### src/dcvs_pkg.sv
package dcvs_pkg;

    // configuration variable numbers, counted from one
    localparam logic [9:0] CV_BASIC   = 10'h001;
    localparam logic [9:0] CV_ACCEL   = 10'h003;
    localparam logic [9:0] CV_DECEL   = 10'h004;
    localparam logic [9:0] CV_VERSION = 10'h007;
    localparam logic [9:0] CV_MAKER   = 10'h008;
    localparam logic [9:0] CV_EXT_HI  = 10'h011;
    localparam logic [9:0] CV_EXT_LO  = 10'h012;
    localparam logic [9:0] CV_CONFIG  = 10'h01D;
    localparam logic [9:0] CV_DIM     = 10'h035;
    localparam logic [9:0] CV_LAST    = 10'h100;

    // field positions inside the decoder configuration byte
    localparam int CFG_DIR_BIT    = 0;
    localparam int CFG_STEP_BIT   = 1;
    localparam int CFG_ANALOG_BIT = 2;
    localparam int CFG_CURVE_BIT  = 4;
    localparam int CFG_EXT_BIT    = 5;

    // extended address: high byte carries six address bits
    localparam int EXT_HI_BITS = 6;

    // reset values
    localparam logic [7:0] RST_BASIC  = 8'h03;
    localparam logic [7:0] RST_CONFIG = 8'h06;
    localparam logic [7:0] RST_EXT_HI = 8'hC0;
    localparam logic [7:0] RST_OTHER  = 8'h00;

    // valid basic address range
    localparam logic [7:0] ADDR_MIN = 8'h01;
    localparam logic [7:0] ADDR_MAX = 8'h63;

    // one programming command from the track receiver
    typedef struct packed {
        logic        service;    // 1: programming track, 0: main track
        logic        read;       // 1: read request, 0: write
        logic        long_addr;  // command carries a four-digit address
        logic [13:0] loco_addr;
        logic [9:0]  cv_num;
        logic [7:0]  data;
    } dcvs_cmd_t;

    // settings that steer the locomotive
    typedef struct packed {
        logic        dir_reversed;
        logic        step_128;
        logic        analog_en;
        logic        user_curve;
        logic        use_extended;
        logic [13:0] active_addr;
        logic [7:0]  accel_delay;
        logic [7:0]  decel_delay;
        logic [7:0]  dim_level;
    } dcvs_cfg_t;

endpackage

### src/dcvs_addr_match.sv
`timescale 1ns/1ps
module dcvs_addr_match (
    // stored address variables
    input  wire logic [7:0]  basic_addr,
    input  wire logic [7:0]  ext_hi,
    input  wire logic [7:0]  ext_lo,
    input  wire logic        use_extended,
    // command address
    input  wire logic        cmd_long,
    input  wire logic [13:0] cmd_addr,
    // result
    output logic [13:0]      active_addr,
    output logic             match
);
    import dcvs_pkg::*;

    wire logic [13:0] ext_addr   = {ext_hi[EXT_HI_BITS-1:0], ext_lo};
    wire logic [13:0] basic_wide = {6'h00, basic_addr};

    // active address follows the configuration switch
    assign active_addr = use_extended ? ext_addr : basic_wide;
    assign match = use_extended ? (cmd_long && cmd_addr == ext_addr)
                                : (!cmd_long && cmd_addr == basic_wide);
endmodule

### src/dcvs_store.sv
// Operation
// every variable holds one byte 0..255
// variable one holds basic address 1..99
// variables three/four hold acceleration/deceleration delays
// dimming variable accepts every byte value
// switch 1 reverses direction sense
// switch 2 selects 128/28 versus 14/27
// switch 3 permits analog operation
// switch 5 selects user speed curve
// switch 6 selects extended address variables
// main-track write needs matching active address
// programming-track write obeyed regardless of address
// main-track writes never change address variables
// station must be recent for main-track writes
// version and maker variables are read-only
// main-track mode only writes, never answers; obeyed main-track writes still pulse wr_done
// four-digit addresses live in extended variables
// unused switches stored, no behaviour
// out-of-range basic address write rejected
`timescale 1ns/1ps
module dcvs_store #(
    parameter logic [7:0] VERSION_ID = 8'h01, // arbitrary value
    parameter logic [7:0] MAKER_ID   = 8'h0D  // arbitrary value
) (
    // clock and reset
    input  wire logic                 mclk,
    input  wire logic                 rst_n,
    // programming command from the track receiver
    input  wire logic                 cmd_valid,
    input  wire dcvs_pkg::dcvs_cmd_t  cmd,
    // answers
    output logic                      wr_done,
    output logic                      rd_valid,
    output logic [7:0]                rd_data,
    // settings
    output dcvs_pkg::dcvs_cfg_t       cfg
);
    import dcvs_pkg::*;

    ////////////////////////////////////////////////////////////////////////////
    // storage
    logic [7:0] mem [0:255];

    // true when the command addresses the given variable
    function automatic logic is_cv(input logic [9:0] num, input logic [9:0] k);
        is_cv = (num == k);
    endfunction

    wire logic [7:0] cv_idx   = cmd.cv_num[7:0] - 8'h01;
    wire logic       cv_ok    = (cmd.cv_num != 10'h000) && (cmd.cv_num <= CV_LAST);
    wire logic [7:0] cv1      = mem[CV_BASIC[7:0] - 8'h01];
    wire logic [7:0] cv17     = mem[CV_EXT_HI[7:0] - 8'h01];
    wire logic [7:0] cv18     = mem[CV_EXT_LO[7:0] - 8'h01];
    wire logic [7:0] decoder_configuration     = mem[CV_CONFIG[7:0] - 8'h01];

    ////////////////////////////////////////////////////////////////////////////
    // address match
    logic [13:0] active_addr;
    logic        addr_hit;

    dcvs_addr_match u_match (
        .basic_addr   (cv1),
        .ext_hi       (cv17),
        .ext_lo       (cv18),
        .use_extended (decoder_configuration[CFG_EXT_BIT]),
        .cmd_long     (cmd.long_addr),
        .cmd_addr     (cmd.loco_addr),
        .active_addr  (active_addr),
        .match        (addr_hit)
    );

    ////////////////////////////////////////////////////////////////////////////
    // write qualification
    wire logic is_addr_cv  = is_cv(cmd.cv_num, CV_BASIC) || is_cv(cmd.cv_num, CV_EXT_HI)
                             || is_cv(cmd.cv_num, CV_EXT_LO);
    wire logic is_ro_cv    = is_cv(cmd.cv_num, CV_VERSION) || is_cv(cmd.cv_num, CV_MAKER);
    wire logic basic_bad   = is_cv(cmd.cv_num, CV_BASIC)
                             && (cmd.data < ADDR_MIN || cmd.data > ADDR_MAX);
    wire logic is_write    = cmd_valid && !cmd.read && cv_ok && !is_ro_cv && !basic_bad;
    wire logic svc_write   = is_write && cmd.service;
    wire logic main_write  = is_write && !cmd.service && addr_hit && !is_addr_cv;
    wire logic wr_en       = svc_write || main_write;
    wire logic rd_req      = cmd_valid && cmd.read && cmd.service;
    wire logic [7:0] rd_mux = !cv_ok ? 8'h00 :
                              is_cv(cmd.cv_num, CV_VERSION) ? VERSION_ID :
                              is_cv(cmd.cv_num, CV_MAKER)   ? MAKER_ID : mem[cv_idx];

    // variable store, whole bytes kept as written
    always_ff @(posedge mclk or negedge rst_n) begin
        if (!rst_n) begin
            for (int i = 0; i < 256; i++) begin
                mem[i] <= RST_OTHER;
            end
            mem[CV_BASIC[7:0] - 8'h01]  <= RST_BASIC;
            mem[CV_EXT_HI[7:0] - 8'h01] <= RST_EXT_HI;
            mem[CV_CONFIG[7:0] - 8'h01] <= RST_CONFIG;
        end else if (wr_en) begin
            mem[cv_idx] <= cmd.data;
        end
    end

    // answers to the station
    always_ff @(posedge mclk or negedge rst_n) begin
        if (!rst_n) begin
            wr_done  <= 1'b0;
            rd_valid <= 1'b0;
            rd_data  <= 8'h00;
        end else begin
            wr_done  <= wr_en;
            rd_valid <= rd_req;
            if (rd_req) begin
                rd_data <= rd_mux;
            end
        end
    end

    ////////////////////////////////////////////////////////////////////////////
    // decoded settings
    assign cfg.dir_reversed = decoder_configuration[CFG_DIR_BIT];
    assign cfg.step_128     = decoder_configuration[CFG_STEP_BIT];
    assign cfg.analog_en    = decoder_configuration[CFG_ANALOG_BIT];
    assign cfg.user_curve   = decoder_configuration[CFG_CURVE_BIT];
    assign cfg.use_extended = decoder_configuration[CFG_EXT_BIT];
    assign cfg.active_addr  = active_addr;
    assign cfg.accel_delay  = mem[CV_ACCEL[7:0] - 8'h01];
    assign cfg.decel_delay  = mem[CV_DECEL[7:0] - 8'h01];
    assign cfg.dim_level    = mem[CV_DIM[7:0] - 8'h01];
endmodule

### config.mk
export PLATFORM = sky130hd
export DESIGN_NAME = dcvs_store
export DESIGN_NICKNAME = d
export VERILOG_FILES = /design/src/dcvs_pkg.sv /design/src/dcvs_addr_match.sv /design/src/dcvs_store.sv
export SDC_FILE = /design/constraint.sdc
export NUM_CORES = 2
export LEC_CHECK = 0
export BUFFER_PORTS_ARGS = -buffer_cell sky130_fd_sc_hd__buf_2
export CELL_PAD_IN_SITES_DETAIL_PLACEMENT = 1
export CELL_PAD_IN_SITES_GLOBAL_PLACEMENT = 2
export CORE_ASPECT_RATIO = 0.7
export CORE_UTILIZATION = 43
export CTS_CLUSTER_SIZE = 25
export DETAILED_ROUTE_END_ITERATION = 10
export PLACE_DENSITY = 0.84
export SYNTH_ARGS = -nofsm -noshare
export SYNTH_HDL_FRONTEND = slang
export SYNTH_SLANG_ARGS = --single-unit
### constraint.sdc
create_clock -name mclk -period 3.1 [get_ports mclk]
set_input_delay 0.62 -clock mclk [delete_from_list [all_inputs] [get_ports mclk]]
set_output_delay 0.62 -clock mclk [all_outputs]
set_load 0.1 [all_outputs]
==> results.md <==
* Total gr overflow at 0
* Num CTS Buffers at 203
* Synth Instances at 6186
* Met1 GRT Util at 0.429
* Crit. Startpoint: cmd[9]
* Failing checks: design-rule violations, negative setup slack
* Register bit total from synthesis at 2058
* Total GRT Usage at 0.297
* Max-cap viol count at 0
* Status: complete, but fails checks
* Min Hold Slack at ~0.27 ns
* Main synth FF type: dfrtp_1
* Max frequency at 0.314 GHz
* Nets@finish at between 6000 and 7000
* Asr flop ratio synth at 1.00
* Post-route ant nets at 0
* Critical Path Fanout Max at 11
* Routed wire length at 334000 um
* Pwr Total at 57.6 mW
* Starting DRT DRC Count at 5761
* Initial Util at 0.433
* Die Y at about 400 um
* Gr busiest metal: met2
* Synthesized area at about 0.096 sq mm
* Setup WS pre-CTS at -1.35 ns
* Count of unique library cells instantiated by Yosys at 86
* Htree depth at 4
* Placed instance area at 0.111 sq mm
* # IOs at 91
* Slew headroom at 0.110
* Leak Pwr at 56.8 nW
* Die Area at around 0.23 sq mm
* Root Buffer: clkbuf_16
* RSZ-0062 raised after global routing: yes
* M3 GR Usage at 0.0671
* Fin cells at around 10000
* Worst path required time at 3.88 ns
* Vias in the first global route at 67200
* Cell taking the most area after synthesis: dfrtp_1
* Maximum resistive drop on vdd at between 0.4 and 0.5 mV
* Seq/Total Area, Yosys at 0.534
* Yosys top cell area share at 0.532
* Layout area overhead at 23.1%
* Grt met2 use at 0.446
* Clk_lat worst skew at between 0.8 and 0.9 ns
* Wire per inst at 33.4 um
* Synth warn at 0
* Dpl cells at 9609
* Clock transition at path regs at 0.07 ns
* Drt pass-1 iters at 8
* Hold Vio Cnt, Final at 0
* Ratio of cells with drive above 1 in the final layout at 0.596
* Fill cell count at 20500
* Worst min path class: in2reg
* Power Dens Cells at 485 mW/mm^2
* Post-synth EDFFs at 0
* Crit Path Class: in2reg
* Setup violators final at 62
* Initial antenna violation count at 10
* Top cells by count, synth: dfrtp_1, mux2_2, mux4_2
* Worst setup SP type: primary input
* Gpl congestion at 0.934
* Clock Sinks at 2058
* First-pass GRT wire length at 496000 um
* Setup crit end kind: flop
* Post-route DRC at 4
* Vias per cell at 6.21
* Slew @ Worst Pin at roughly 1.3 ns
* PortBufs at 90
* Post-route cell area at 0.119 sq mm
* Mean post-synth cell area at 15.6 sq um
* Synthesized Nets at ~6200
* Max clock buf depth at 4
* Largest net degree at the start of global routing at 197
* Reg2reg start: cv18[4]$_DFFE_PN0P_
* Via Count at 62000
* Final slew viol count at 0
* Crit path arrival time at 3.97 ns
* Synth area leaders: dfrtp_1, mux2_2, mux4_2
* Worst Clk Skew at 0.0521 ns
* HPWL Detailed at 225000 um
* Final WS setup at -0.0875 ns
* Most common cell in the netlist: dfrtp_1
* Core area at 0.223 sq mm
* Site Rows at 145
* TritonCTS clock tree: yes
* Hold_sp: cmd[6]
* Min Tclk post-route at approximately 3.2 ns
* Period utilization at 1.03
* Die X at between 500 and 600 um
final cells by class:
| class | count | area, sq um | area share |
|---|---|---|---|
| Antenna cell | 6 | 15.0 | 0.000126 |
| Sequential cell | 2058 | 51500 | 0.434 |
| Clock buffer | 291 | 5880 | 0.0495 |
| Timing Repair Buffer | 1051 | 11800 | 0.0995 |
| Multi-Input combinational cell | 3564 | 45100 | 0.380 |
| Inverter | 7 | 38.8 | 0.000327 |
| Tap cell | 2940 | 3680 | 0.0310 |
| Clock inverter | 70 | 743 | 0.00626 |
where the power goes:
group          switching (mW)  leakage [nW]  total, mW  internal [mW]
logic                    3.41          24.8       5.14           1.73
clock network            11.2          3.26       25.4           14.1
registers               0.117          28.7       27.1           27.0
placed cells by master, fill, tap and decap left out, types with 46 or more instances in the layout:
| cell type | netlist | layout |
|---|---|---|
| clkbuf_8 | 0 | 54 |
| mux4_2 | 537 | 537 |
| nand2_1 | 169 | 153 |
| mux2i_1 | 48 | 46 |
| buf_2 | 107 | 80 |
| clkbuf_16 | 0 | 205 |
| nand3_1 | 47 | 46 |
| mux2_4 | 0 | 534 |
| nor3_4 | 94 | 113 |
| dfrtp_1 | 2052 | 2052 |
| buf_12 | 0 | 304 |
| nor2_1 | 66 | 65 |
| mux2_2 | 2015 | 1482 |
| a22oi_1 | 60 | 57 |
| buf_4 | 77 | 608 |
sequential cells by signal, summed over array words and instances (netlist names):
signal	count
cfg	24
cv1	8
cv17	8
rd_data	8
decoder_configuration	8
mem	1992
wr_done	1
rd_valid	1
cv18	8
cells by family after synthesis:
group	after synthesis	share of synthesized area
AO/OA/AOI/OAI	284	0.0221
multiplexers	2646	0.371
buffers and inverters	564	0.0266
flip-flops	2058	0.534
XOR/XNOR	27	0.00253
adder cells (fa/ha/maj)	5	0.000648
AND/OR/NAND/NOR	602	0.0434
per-stage QoR:
step / utilization / setup TNS [ns]
finish: 0.533 / -1.53
global route: 0.532 / -24.17
CTS: 0.530 / -2.83
detailed placement: 0.497 / -1188.27
global placement: 0.497 / -1152.21
floorplan: - / -1063.32
worst paths after layout:
kind / endpoint / slack [ns] / cells past startpoint
worst max register to register: mem[708]$_DFFE_PN0P_ / -0.05 / 12
min in group asynchronous: mem[690]$_DFFE_PN0P_ / 0.38 / 2
worst min register to register: mem[378]$_DFFE_PN0P_ / 0.50 / 1
worst min-delay path: mem[1702]$_DFFE_PN0P_ / 0.27 / 3
worst max-delay path: rd_data[5]$_DFFE_PN0P_ / -0.09 / 15
max in group asynchronous: mem[27]$_DFFE_PN0P_ / 1.50 / 4
critical path, cell delays in order:
cell	delay, ns
buf_2	0.14
inv_1	0.18
ha_4	0.27
xor2_4	0.10
buf_4	0.18
nor3_4	0.44
buf_12	0.20
buf_4	0.26
a22o_1	0.31
a221oi_1	0.13
buf_4	0.21
a32oi_1	0.34
o211ai_1	0.16
buf_4	0.17
o31ai_1	0.21
timing repair:
action | 4_1_cts | 5_1_grt
endpoints found under the setup margin | 1438 | 1186
gates cloned | 3 | 1
resized for setup | 118 | 154
buffers inserted | 5 | 3
hold endpoints to repair | 24 | 0
hold buffers | 1 | 0
pin swaps | 17 | 14
routing by layer:
metal  vias to the layer above  part of all wire
met5                         -           0.00018
met4                        10             0.035
met3                       607             0.082
met2                      2437              0.45
met1                     34400              0.43
li1                      24600                 -
No activity file was read; power rests on OpenSTA's default activity.
